### src/rrc_map.svh
/*
 Remote register command block: offsets, codes, limits and counts.
 Assumes inclusion by the package and the design modules only.
*/
`ifndef RRC_MAP_SVH
`define RRC_MAP_SVH

// Slot, monitor word and fault history counts
`define RRC_SLOTS 6
`define RRC_EXT_SLOTS 5
`define RRC_LAST_SLOT 3'h5
`define RRC_MON_WORDS 6
`define RRC_FAULT_DEPTH 8

// Instruction word fields
`define RRC_SKIP_CODE 16'hffff
`define RRC_EXP_MSB 15
`define RRC_EXP_LSB 8
`define RRC_WRITE_BIT 7

// Reply codes
`define RRC_REPLY_OK 16'h0000
`define RRC_REPLY_MODE_ERR 16'h0001
`define RRC_REPLY_SEL_ERR 16'h0002
`define RRC_REPLY_RANGE_ERR 16'h0003

// Fixed instruction codes, write flag cleared
`define RRC_CODE_OP_MODE 16'h007b
`define RRC_CODE_OUT_FREQ 16'h006f
`define RRC_CODE_OUT_CURR 16'h0070
`define RRC_CODE_OUT_VOLT 16'h0071

// Parameter numbers as the low 15 bits of {expansion byte, 1'b0, code[6:0]}
`define RRC_PNUM_REPLY_FMT 15'h0544
`define RRC_PNUM_CTRL_ACT 15'h0128
`define RRC_PNUM_EXAMPLE 15'h0300

// Reset values and ranges
`define RRC_RST_REPLY_FMT 16'h0000
`define RRC_RST_CTRL_ACT 16'h0000
`define RRC_RST_EXAMPLE 16'h0000
`define RRC_RST_OP_MODE 16'h0000
`define RRC_OP_MODE_NET 16'h0000
`define RRC_OP_MODE_MAX 16'h0002
`define RRC_REPLY_FMT_MAX 16'h0001
`define RRC_CTRL_ACT_MAX 16'h006e
`define RRC_EXAMPLE_MAX 16'h00ff
`define RRC_FREQ_MAX 16'h9c40
`define RRC_PID_MAX 16'h2710

// Control actions that enable the controller set points
`define RRC_CTRL_A 16'h0032
`define RRC_CTRL_B 16'h0033
`define RRC_CTRL_C 16'h003c
`define RRC_CTRL_D 16'h003d

`endif

### src/rrc_pkg.sv
/*
 Types of the remote register command block.
 Assumes rrc_map.svh is on the include path.
*/
`include "rrc_map.svh"

package rrc_pkg;

  typedef enum logic [1:0] {SEQ_IDLE, SEQ_RUN, SEQ_DONE} rrc_seq_type;

  typedef logic [15:0] rrc_word_type;

  typedef struct packed {
    rrc_seq_type seq;
    logic [2:0] slot;
    logic done;
    logic fa_d;
    logic fb_d;
    rrc_word_type main_reply;
    rrc_word_type main_rdata;
    rrc_word_type [`RRC_EXT_SLOTS-1:0] ext_reply;
    rrc_word_type [`RRC_EXT_SLOTS-1:0] ext_rdata;
    rrc_word_type [`RRC_MON_WORDS-1:0] mon;
    rrc_word_type fh_code;
    rrc_word_type fh_freq;
    rrc_word_type fh_curr;
    rrc_word_type fh_volt;
    rrc_word_type fh_time;
    rrc_word_type reply_fmt;
    rrc_word_type ctrl_act;
    rrc_word_type example;
    rrc_word_type op_mode;
    rrc_word_type set_freq;
    rrc_word_type pid_sp;
    rrc_word_type pid_mv;
  } rrc_state_type;

endpackage

### src/rrc_top.sv
/*
 Remote register command block: instruction slots, replies, monitors,
 fault history and controller set points on the cyclic register words.
 Assumes all inputs come from link logic on core_clk, so none is synchronised.
*/
// Contract
// RULE_01: On request run the main slot, then extension slots one to five in order.
// RULE_02: Raise the done flag once every enabled slot has executed.
// RULE_03: Skip an extension slot holding ffff; always run the main slot.
// RULE_04: Upper byte of an instruction is expansion setting, the rest the code.
// RULE_05: A parameter read uses a code equal to the parameter number.
// RULE_06: Master loads instruction and write data before raising the request.
// RULE_07: Master loads zero write data when an instruction needs none.
// RULE_08: With monitor request, first monitor word shows low select byte quantity.
// RULE_09: Upper select byte zero gives output frequency, else its quantity on request.
// RULE_10: Reply format zero: main reply is a full 16-bit code, zero normal.
// RULE_11: Reply format nonzero: low byte holds the frequency set reply.
// RULE_12: Reply format nonzero: high byte holds the main instruction reply.
// RULE_13: On a normal reply place the result in that slot's read data word.
// RULE_14: With monitor request, monitor words three to six follow select words four to seven.
// RULE_15: Fault code word: low byte the code, high byte echoes the index.
// RULE_16: Report fault frequency, current, voltage and powered time in four words.
// RULE_17: Each extension slot gets its own reply, zero normal, nonzero fault.
// RULE_18: Set points accepted only for control action 50, 51, 60 or 61.
// RULE_19: Replies: 0 normal, 1 write mode, 2 unknown code, 3 out of range.
// RULE_20: Master holds request until done; done clears once request is low.
`include "rrc_map.svh"

module rrc_top
  import rrc_pkg::*;
#(
  parameter int MON_N = 16,
  parameter int FAULT_N = `RRC_FAULT_DEPTH
) (
  input wire logic core_clk,
  input wire logic reset,
  input wire logic instruction_execute_request,
  input wire logic monitor_request,
  input wire logic frequency_set_request_a,
  input wire logic frequency_set_request_b,
  input wire rrc_word_type frequency_set_word,
  input wire rrc_word_type monitor_select_code,
  input wire rrc_word_type [3:0] monitor_select_words,
  input wire rrc_word_type main_instruction_slot,
  input wire rrc_word_type main_write_data,
  input wire rrc_word_type fault_index_select,
  input wire rrc_word_type pid_set_point_word,
  input wire rrc_word_type pid_measured_word,
  input wire rrc_word_type [`RRC_EXT_SLOTS-1:0] extension_instruction_slots,
  input wire rrc_word_type [`RRC_EXT_SLOTS-1:0] extension_write_data_slots,
  input wire logic inverter_running,
  input wire rrc_word_type output_frequency,
  input wire rrc_word_type output_current,
  input wire rrc_word_type output_voltage,
  input wire rrc_word_type [MON_N-1:0] monitor_sources,
  input wire logic [FAULT_N-1:0][7:0] fault_codes,
  input wire rrc_word_type [FAULT_N-1:0] fault_frequencies,
  input wire rrc_word_type [FAULT_N-1:0] fault_currents,
  input wire rrc_word_type [FAULT_N-1:0] fault_voltages,
  input wire rrc_word_type [FAULT_N-1:0] fault_powered_times,
  output logic instruction_done_flag,
  output rrc_word_type first_monitor_value,
  output rrc_word_type second_monitor_value,
  output rrc_word_type main_reply_code,
  output rrc_word_type main_read_data,
  output rrc_word_type [3:0] further_monitor_values,
  output rrc_word_type fault_history_code,
  output rrc_word_type fault_history_frequency,
  output rrc_word_type fault_history_current,
  output rrc_word_type fault_history_voltage,
  output rrc_word_type fault_history_powered_time,
  output rrc_word_type [`RRC_EXT_SLOTS-1:0] extension_reply_codes,
  output rrc_word_type [`RRC_EXT_SLOTS-1:0] extension_read_data,
  output rrc_word_type reply_format_parameter,
  output rrc_word_type control_action_parameter,
  output rrc_word_type operation_mode,
  output rrc_word_type frequency_command,
  output rrc_word_type pid_set_point,
  output rrc_word_type pid_measured_value
);

  ////////////////////////////////////////////////////////////////////////////
  // State and helpers

  rrc_state_type s_r;
  rrc_state_type s_nxt;

  rrc_word_type cur_code;
  rrc_word_type cur_wdata;
  rrc_word_type ex_reply;
  rrc_word_type ex_rdata;
  logic ex_wr_mode;
  logic ex_wr_fmt;
  logic ex_wr_ctrl;
  logic ex_wr_example;
  logic [2:0] ext_idx;
  logic slot_skip;
  logic start;
  logic freq_edge;
  logic ctrl_ok;
  logic [7:0] fault_idx;
  logic [7:0] mon_sel [`RRC_MON_WORDS];
  rrc_word_type mon_val [`RRC_MON_WORDS];

  assign ext_idx = s_r.slot - 3'h1;
  // Main slot is slot 0; extension slots follow in ascending order
  assign cur_code = (s_r.slot == 3'h0) ? main_instruction_slot : extension_instruction_slots[ext_idx]; // RULE_01
  // Write data is trusted as loaded before the request rose
  assign cur_wdata = (s_r.slot == 3'h0) ? main_write_data : extension_write_data_slots[ext_idx]; // RULE_06
  assign slot_skip = s_r.slot != 3'h0 && cur_code == `RRC_SKIP_CODE; // RULE_03
  // Level request, so a held request does not retrigger until dropped
  assign start = s_r.seq == SEQ_IDLE && instruction_execute_request && !s_r.done; // RULE_20
  assign freq_edge = (frequency_set_request_a && !s_r.fa_d) || (frequency_set_request_b && !s_r.fb_d);
  assign ctrl_ok = s_r.ctrl_act == `RRC_CTRL_A || s_r.ctrl_act == `RRC_CTRL_B ||
                   s_r.ctrl_act == `RRC_CTRL_C || s_r.ctrl_act == `RRC_CTRL_D; // RULE_18
  assign fault_idx = fault_index_select[15:8];

  ////////////////////////////////////////////////////////////////////////////
  // Instruction executor and monitor selectors

  rrc_slot_exec u_exec (
    .code(cur_code),
    .wdata(cur_wdata),
    .inverter_running(inverter_running),
    .op_mode(s_r.op_mode),
    .reply_fmt(s_r.reply_fmt),
    .ctrl_act(s_r.ctrl_act),
    .example(s_r.example),
    .output_frequency(output_frequency),
    .output_current(output_current),
    .output_voltage(output_voltage),
    .reply(ex_reply),
    .rdata(ex_rdata),
    .wr_mode(ex_wr_mode),
    .wr_fmt(ex_wr_fmt),
    .wr_ctrl(ex_wr_ctrl),
    .wr_example(ex_wr_example)
  );

  assign mon_sel[0] = monitor_select_code[7:0]; // RULE_08
  assign mon_sel[1] = monitor_select_code[15:8]; // RULE_09

  genvar w;
  generate
    for (w = 0; w < `RRC_MON_WORDS; w++) begin : g_mon
      if (w >= 2) begin : g_sel
        assign mon_sel[w] = monitor_select_words[w-2][7:0]; // RULE_14
      end
      rrc_mon_mux #(.MON_N(MON_N)) u_mux (
        .sel(mon_sel[w]),
        .sources(monitor_sources),
        .value(mon_val[w])
      );
    end
  endgenerate

  ////////////////////////////////////////////////////////////////////////////
  // Next state

  always_comb begin
    rrc_word_type fr;
    fr = `RRC_REPLY_OK;
    s_nxt = s_r;
    s_nxt.fa_d = frequency_set_request_a;
    s_nxt.fb_d = frequency_set_request_b;

    // Monitor words hold their last value while the request is off; word 1 follows output frequency while select byte 15:8 is zero
    if (monitor_request) begin
      s_nxt.mon[0] = mon_val[0]; // RULE_08
    end
    if (monitor_select_code[15:8] == 8'h00) begin
      s_nxt.mon[1] = output_frequency; // RULE_09
    end else if (monitor_request) begin
      s_nxt.mon[1] = mon_val[1]; // RULE_09
    end
    for (int i = 2; i < `RRC_MON_WORDS; i++) begin
      if (monitor_request) begin
        s_nxt.mon[i] = mon_val[i]; // RULE_14
      end
    end

    // Fault history; an index past the depth reads as zero data
    if (32'(fault_idx) < FAULT_N) begin
      s_nxt.fh_code = {fault_idx, fault_codes[fault_idx[2:0]]}; // RULE_15
      s_nxt.fh_freq = fault_frequencies[fault_idx[2:0]]; // RULE_16
      s_nxt.fh_curr = fault_currents[fault_idx[2:0]]; // RULE_16
      s_nxt.fh_volt = fault_voltages[fault_idx[2:0]]; // RULE_16
      s_nxt.fh_time = fault_powered_times[fault_idx[2:0]]; // RULE_16
    end else begin
      s_nxt.fh_code = {fault_idx, 8'h00}; // RULE_15
      s_nxt.fh_freq = 16'h0000;
      s_nxt.fh_curr = 16'h0000;
      s_nxt.fh_volt = 16'h0000;
      s_nxt.fh_time = 16'h0000;
    end

    // Frequency set reply shares the main reply word
    if (freq_edge) begin
      if (s_r.op_mode != `RRC_OP_MODE_NET) fr = `RRC_REPLY_MODE_ERR; // RULE_19
      else if (frequency_set_word > `RRC_FREQ_MAX) fr = `RRC_REPLY_RANGE_ERR;
      else s_nxt.set_freq = frequency_set_word;
      if (s_r.reply_fmt == 16'h0000) s_nxt.main_reply = fr; // RULE_10
      else s_nxt.main_reply[7:0] = fr[7:0]; // RULE_11
    end

    // Set points rejected, old value kept, outside the allowed actions
    if (ctrl_ok && pid_set_point_word <= `RRC_PID_MAX) begin
      s_nxt.pid_sp = pid_set_point_word; // RULE_18
    end
    if (ctrl_ok && pid_measured_word <= `RRC_PID_MAX) begin
      s_nxt.pid_mv = pid_measured_word; // RULE_18
    end

    case (s_r.seq)
      SEQ_IDLE: begin
        if (start) begin
          s_nxt.seq = SEQ_RUN;
          s_nxt.slot = 3'h0; // RULE_01
        end
      end
      SEQ_RUN: begin
        if (!slot_skip) begin // RULE_03
          if (s_r.slot == 3'h0) begin
            if (s_r.reply_fmt == 16'h0000) s_nxt.main_reply = ex_reply; // RULE_10
            else s_nxt.main_reply[15:8] = ex_reply[7:0]; // RULE_12
            if (ex_reply == `RRC_REPLY_OK) s_nxt.main_rdata = ex_rdata; // RULE_13
          end else begin
            s_nxt.ext_reply[ext_idx] = ex_reply; // RULE_17
            if (ex_reply == `RRC_REPLY_OK) s_nxt.ext_rdata[ext_idx] = ex_rdata; // RULE_13
          end
          if (ex_wr_mode) s_nxt.op_mode = cur_wdata;
          if (ex_wr_fmt) s_nxt.reply_fmt = cur_wdata;
          if (ex_wr_ctrl) s_nxt.ctrl_act = cur_wdata;
          if (ex_wr_example) s_nxt.example = cur_wdata;
        end
        if (s_r.slot == `RRC_LAST_SLOT) begin
          s_nxt.seq = SEQ_DONE;
          s_nxt.done = 1'b1; // RULE_02
        end else begin
          s_nxt.slot = s_r.slot + 3'h1; // RULE_01
        end
      end
      SEQ_DONE: begin
        if (!instruction_execute_request) begin
          s_nxt.seq = SEQ_IDLE;
          s_nxt.done = 1'b0; // RULE_20
        end
      end
      default: begin
        s_nxt.seq = SEQ_IDLE;
        s_nxt.done = 1'b0;
      end
    endcase
  end

  always_ff @(posedge core_clk) begin
    if (reset) begin
      s_r <= '0;
      s_r.seq <= SEQ_IDLE;
      s_r.reply_fmt <= `RRC_RST_REPLY_FMT;
      s_r.ctrl_act <= `RRC_RST_CTRL_ACT;
      s_r.example <= `RRC_RST_EXAMPLE;
      s_r.op_mode <= `RRC_RST_OP_MODE;
    end else begin
      s_r <= s_nxt;
    end
  end

  ////////////////////////////////////////////////////////////////////////////
  // Outputs, all straight from the state register

  assign instruction_done_flag = s_r.done;
  assign first_monitor_value = s_r.mon[0];
  assign second_monitor_value = s_r.mon[1];
  assign further_monitor_values = s_r.mon[5:2];
  assign main_reply_code = s_r.main_reply;
  assign main_read_data = s_r.main_rdata;
  assign fault_history_code = s_r.fh_code;
  assign fault_history_frequency = s_r.fh_freq;
  assign fault_history_current = s_r.fh_curr;
  assign fault_history_voltage = s_r.fh_volt;
  assign fault_history_powered_time = s_r.fh_time;
  assign extension_reply_codes = s_r.ext_reply;
  assign extension_read_data = s_r.ext_rdata;
  assign reply_format_parameter = s_r.reply_fmt;
  assign control_action_parameter = s_r.ctrl_act;
  assign operation_mode = s_r.op_mode;
  assign frequency_command = s_r.set_freq;
  assign pid_set_point = s_r.pid_sp;
  assign pid_measured_value = s_r.pid_mv;
endmodule

### src/rrc_mon_mux.sv
/*
 One monitor word selector: picks a quantity by its monitor code.
 Assumes the sources are same-clock words; code 0 or out of range reads 0.
*/
`include "rrc_map.svh"

module rrc_mon_mux
  import rrc_pkg::*;
#(
  parameter int MON_N = 16
) (
  input wire logic [7:0] sel,
  input wire rrc_word_type [MON_N-1:0] sources,
  output rrc_word_type value
);

  always_comb begin
    value = 16'h0000;
    if (sel != 8'h00 && 32'(sel) < MON_N) begin
      value = sources[sel];
    end
  end

endmodule

### src/rrc_slot_exec.sv
/*
 Executes one instruction word: decode, range check, reply and read data.
 Assumes the caller applies the write strobes only on the executing cycle.
*/
`include "rrc_map.svh"

module rrc_slot_exec
  import rrc_pkg::*;
(
  input wire rrc_word_type code,
  input wire rrc_word_type wdata,
  input wire logic inverter_running,
  input wire rrc_word_type op_mode,
  input wire rrc_word_type reply_fmt,
  input wire rrc_word_type ctrl_act,
  input wire rrc_word_type example,
  input wire rrc_word_type output_frequency,
  input wire rrc_word_type output_current,
  input wire rrc_word_type output_voltage,
  output rrc_word_type reply,
  output rrc_word_type rdata,
  output logic wr_mode,
  output logic wr_fmt,
  output logic wr_ctrl,
  output logic wr_example
);

  logic is_write;
  logic [14:0] pnum;
  rrc_word_type base;
  logic may_write;

  // Upper byte is the expansion setting, bit 7 the write flag, bits 6 to 0 the code proper
  assign is_write = code[`RRC_WRITE_BIT]; // RULE_04
  assign pnum = {code[`RRC_EXP_MSB:`RRC_EXP_LSB], code[6:0]}; // RULE_04 RULE_05
  assign base = {pnum[14:7], 1'b0, pnum[6:0]};
  assign may_write = !inverter_running && op_mode == `RRC_OP_MODE_NET;

  always_comb begin
    reply = `RRC_REPLY_OK;
    rdata = 16'h0000;
    wr_mode = 1'b0;
    wr_fmt = 1'b0;
    wr_ctrl = 1'b0;
    wr_example = 1'b0;
    if (!is_write) begin
      case (base)
        `RRC_CODE_OP_MODE: rdata = op_mode;
        `RRC_CODE_OUT_FREQ: rdata = output_frequency;
        `RRC_CODE_OUT_CURR: rdata = output_current;
        `RRC_CODE_OUT_VOLT: rdata = output_voltage;
        {1'b0, `RRC_PNUM_REPLY_FMT}: rdata = reply_fmt; // RULE_05
        {1'b0, `RRC_PNUM_CTRL_ACT}: rdata = ctrl_act; // RULE_05
        {1'b0, `RRC_PNUM_EXAMPLE}: rdata = example; // RULE_05
        default: reply = `RRC_REPLY_SEL_ERR; // RULE_19
      endcase
    end else begin
      // Mode change only needs a stop; parameters need network mode too
      case (base)
        `RRC_CODE_OP_MODE: begin
          if (inverter_running) reply = `RRC_REPLY_MODE_ERR; // RULE_19
          else if (wdata > `RRC_OP_MODE_MAX) reply = `RRC_REPLY_RANGE_ERR;
          else wr_mode = 1'b1;
        end
        {1'b0, `RRC_PNUM_REPLY_FMT}: begin
          if (!may_write) reply = `RRC_REPLY_MODE_ERR; // RULE_19
          else if (wdata > `RRC_REPLY_FMT_MAX) reply = `RRC_REPLY_RANGE_ERR;
          else wr_fmt = 1'b1;
        end
        {1'b0, `RRC_PNUM_CTRL_ACT}: begin
          if (!may_write) reply = `RRC_REPLY_MODE_ERR;
          else if (wdata > `RRC_CTRL_ACT_MAX) reply = `RRC_REPLY_RANGE_ERR; // RULE_19
          else wr_ctrl = 1'b1;
        end
        {1'b0, `RRC_PNUM_EXAMPLE}: begin
          if (!may_write) reply = `RRC_REPLY_MODE_ERR;
          else if (wdata > `RRC_EXAMPLE_MAX) reply = `RRC_REPLY_RANGE_ERR;
          else wr_example = 1'b1;
        end
        default: reply = `RRC_REPLY_SEL_ERR; // RULE_19
      endcase
    end
  end

endmodule

### config.mk
export PLATFORM = sky130hd
export DESIGN_NAME = rrc_top
export DESIGN_NICKNAME = d
export VERILOG_FILES = /design/src/rrc_pkg.sv /design/src/rrc_top.sv /design/src/rrc_mon_mux.sv /design/src/rrc_slot_exec.sv
export VERILOG_INCLUDE_DIRS = /design/src
export SDC_FILE = /design/constraint.sdc
export NUM_CORES = 2
export LEC_CHECK = 0
export ABC_AREA = 1
export BUFFER_PORTS_ARGS = -buffer_cell sky130_fd_sc_hd__buf_2
export CAP_MARGIN = 5
export CORE_AREA = 2 2 663 665
export CTS_CLUSTER_SIZE = 10
export DETAILED_ROUTE_END_ITERATION = 8
export DIE_AREA = 0 0 665 667
export GPL_TIMING_DRIVEN = 0
export PLACE_DENSITY = 0.3
export SYNTH_ARGS = -nofsm -noshare
export SYNTH_HDL_FRONTEND = slang
export SYNTH_SLANG_ARGS = --single-unit
### constraint.sdc
create_clock -name core_clk -period 11.2 [get_ports core_clk]
set_input_delay 2.24 -clock core_clk [delete_from_list [all_inputs] [get_ports core_clk]]
set_output_delay 2.24 -clock core_clk [all_outputs]
set_load 0.02 [all_outputs]
==> results.sh <==
export IMPL_yosysTopAreaCellShare_pct=23.11
export IMPL_grt_busiest_layer="met2"
export IMPL_cap_violations=0
export IMPL_drc=0
export IMPL_cts_setup_buffers=0
export IMPL_ios=1688
export IMPL_coreArea_um2=436600
export IMPL_dpl_cell_area_um2=57910
export IMPL_firstDrtPassIters=6
export IMPL_hold_depth=2
export IMPL_met3_usage_pct=5.833
export IMPL_maxSlewViolCount=0
export IMPL_avgSynthCellArea_um2=5.884
export IMPL_rows=243
export IMPL_synth_area_top_cells="dfxtp_1 (23%), o21ai_0 (14%), nand2_1 (11%)"
export IMPL_netlist_instances=7185
export IMPL_mappedNetlistArea_um2=42270
export IMPL_period_share_pct=60.11
export IMPL_area_delta_synth_final_pct=43.84
export IMPL_gr_usage_met2_pct=34.91
export IMPL_relSlewSlack_pct=1.945
export IMPL_hold_viol=0
export IMPL_postCtsHoldBufs=0
export IMPL_synth_top_cell_by_area="dfxtp_1"
export IMPL_htreeDepth=3
export IMPL_drive_above_1_share_pct=27.04
export IMPL_port_buffers=1626
export IMPL_cts_tree="built"
export IMPL_min_from="main_reply_code[4]$_SDFF_PP0_"
export IMPL_viasPerCell=4.258
export IMPL_die_w_um=665
export IMPL_tightest_slew_ns=1.465
export IMPL_die_height_um=667
export IMPL_detail_route_wirelength_mm=500.5
export IMPL_dp_hpwl_mm=428.0
export IMPL_place_ws_ns=3.739
export IMPL_clockRootBuffer="clkbuf_16"
export IMPL_grt_usage_pct=21.41
export IMPL_setup_tns_ns=0
export IMPL_final_setup_viol_count=0
export IMPL_start_kind="flop"
export IMPL_fin_nets=10133
export IMPL_post_route_min_period_ns=6.732
export IMPL_clock_sinks=488
export IMPL_worstRegToRegCells=24
export IMPL_hp_class="reg -> reg"
export IMPL_end_kind="flop"
export IMPL_r2r_slack_ns=4.47
export IMPL_cts_buffer_depth=4
export IMPL_synth_warnings=0
export IMPL_synth_edf_count=0
export IMPL_final_area_um2=60800
export IMPL_hold_ws_ns=0.4258
export IMPL_ant_nets=0
export IMPL_rsz0062_at_grt="false"
export IMPL_gp_congestion=1.023
export IMPL_grt_overflow_total=0
export IMPL_grt_max_degree=13
export IMPL_synth_seq_cells=488
export IMPL_async_flop_share_pct=0
export IMPL_clock_insertion_delay_worst_skew_ns=0.80
export IMPL_worstPathRequired_ns=11.82
export IMPL_synth_fp_nets=8412
export IMPL_cts_repair_resized=0
export IMPL_die_area_um2=443600
export IMPL_num_vias=63114
export IMPL_grt_pass1_vias=59946
export IMPL_initialDrtViolationCount=6764
export IMPL_fmax_mhz=148.5
export IMPL_cts_clk_slew_worst_paths_ns=0.06
export IMPL_antenna_found_initial=191
export IMPL_crit_fanout=11
export IMPL_vdd_drop_max_v=0.00008914
export IMPL_hold_path_end="main_reply_code[4]$_SDFF_PP0_"
export IMPL_final_setup_skew_ns=0.08728
export IMPL_cts_buffers=78
export IMPL_start_util_pct=9.682
export IMPL_use_met1_pct=25.55
export IMPL_worstPathArrival_ns=7.35
export IMPL_ys_seq_area_share_pct=23.11
export IMPL_yosysUniqueCellTypes=59
export IMPL_grt_pass1_wl_mm=628.8
export IMPL_setup_ws_ns=4.468
export IMPL_path_class="reg -> reg"
export IMPL_r2r_start="s_r[483]$_SDFFE_PP0P_"
export IMPL_wire_per_inst_um=33.77
export IMPL_pwr_density_cell_nw_per_um2=106.7
export IMPL_synth_flop_cell="dfxtp_1"
export IMPL_final_core_util_pct=13.93
export IMPL_p_leak_nw=26.39
export IMPL_status="finished clean"
[cells by family after synthesis]
logic type / share of synthesized area (%)
AOI/OAI and AO/OA: 29.86
adders and majority gates: 0.1184
buffers and inverters: 17.52
DFF: 23.11
and+or+nand+nor: 29.39
[metrics by stage]
stage / instances / power, W
6_report: 14821 / 0.006485
5_1_grt: 14782 / 0.006703
4_1_cts: 14716 / 0.006551
3_5_place_dp: 14582 / 0.003790
3_3_place_gp: 14568 / 0.003798
2_1_floorplan: 7185 / 0.002565
[critical path: stages, from the launching register on]
cell and delay (ns):
dfxtp_1 0.33, buf_4 0.20, inv_2 0.10, buf_6 0.18, buf_6 0.17, buf_2 0.34
ha_1 0.30, buf_4 0.20, inv_4 0.20, clkbuf_1 0.79, o21ai_0 0.22, nand2_1 0.18
nand2_1 0.07, nand2_1 0.06, nand2_1 0.05, o21a_1 0.24, nand3_1 0.11, nor2_1 0.10
nand3_1 0.33, nand4_1 0.94, a21oi_4 0.72, nand2_2 0.23, buf_4 0.25, nand2_1 0.07
a21oi_1 0.06
[metal layers]
metal / share of wire (%) / vias to the layer above
met5: 0.083 / -
met4: 5.9 / 72
li1: - / 27490
met1: 40 / 31114
met2: 46 / 3550
met3: 8.5 / 888
[layout by cell type, fill, tap and decap left out, types with 6 or more instances in the layout]
| master | count |
|---|---|
| bufinv_16 | 9 |
| clkinv_1 | 9 |
| clkbuf_1 | 444 |
| nor2_4 | 11 |
| clkinv_2 | 9 |
| nand3_1 | 532 |
| a21oi_1 | 606 |
| nand4_1 | 62 |
| a22oi_1 | 28 |
| o211ai_1 | 227 |
| nand2_1 | 1242 |
| o21ai_0 | 1197 |
| a21oi_2 | 13 |
| and2_1 | 9 |
| dfxtp_1 | 488 |
| o221ai_1 | 21 |
| clkbuf_8 | 13 |
| o311ai_0 | 11 |
| o22ai_1 | 67 |
| nand3b_1 | 6 |
| clkbuf_2 | 14 |
| inv_2 | 18 |
| clkbuf_16 | 80 |
| nand2_2 | 16 |
| a31oi_1 | 92 |
| nor3_1 | 17 |
| nor2_1 | 1011 |
| inv_1 | 366 |
| nor2_2 | 18 |
| o21ai_1 | 6 |
| nor4_1 | 11 |
| buf_1 | 42 |
| buf_2 | 1664 |
| buf_4 | 481 |
| diode_2 | 104 |
| buf_6 | 30 |
[worst max-delay path by stage]
stage,startpoint,end,slack (ns),depth (start not counted)
2_1_floorplan,monitor_select_words[34],further_monitor_values[41]$_SDFFE_PP0P_,6.73,8
3_3_place_gp,fault_index_select[8],fault_history_powered_time[3]$_SDFF_PP0_,1.92,9
3_5_place_dp,fault_index_select[8],fault_history_powered_time[3]$_SDFF_PP0_,3.74,10
4_1_cts,s_r[483]$_SDFFE_PP0P_,flop,4.14,24
5_1_grt,s_r[483]$_SDFFE_PP0P_,flop,4.08,24
6_report,s_r[483]$_SDFFE_PP0P_,flop,4.47,24
[area by class of cell]
cell class | instances | area (um2)
Fill cell | 52021 | 375800
Timing Repair Buffer | 1641 | 8382
Buffer | 1028 | 5937
Clock buffer | 109 | 2241
Antenna cell | 104 | 260.3
Inverter | 395 | 1490
Sequential cell | 488 | 9769
Clock inverter | 25 | 382.9
Tap cell | 5757 | 7203
Multi-Input combinational cell | 5274 | 25140
[cells in the mapped netlist, types with 21 or more instances]
master,count
buf_1,43
a31oi_1,92
o211ai_1,227
buf_2,35
buf_4,479
a22oi_1,28
nand4_1,62
nand3_1,532
inv_1,366
o22ai_1,68
o21ai_0,1198
clkbuf_1,442
a21oi_1,606
nand2_1,1242
o221ai_1,21
dfxtp_1,488
nor2_1,1014
buf_6,29
[power by group]
| group | leakage (nW) | internal, W | total [W] | switching (W) |
|---|---|---|---|---|
| Clock | 1.29 | 0.00160 | 0.00267 | 0.00107 |
| Sequential | 3.94 | 0.00175 | 0.00176 | 0.00000805 |
| Combinational | 21.2 | 0.000485 | 0.00206 | 0.00157 |
No activity file was read; power rests on OpenSTA's default activity.
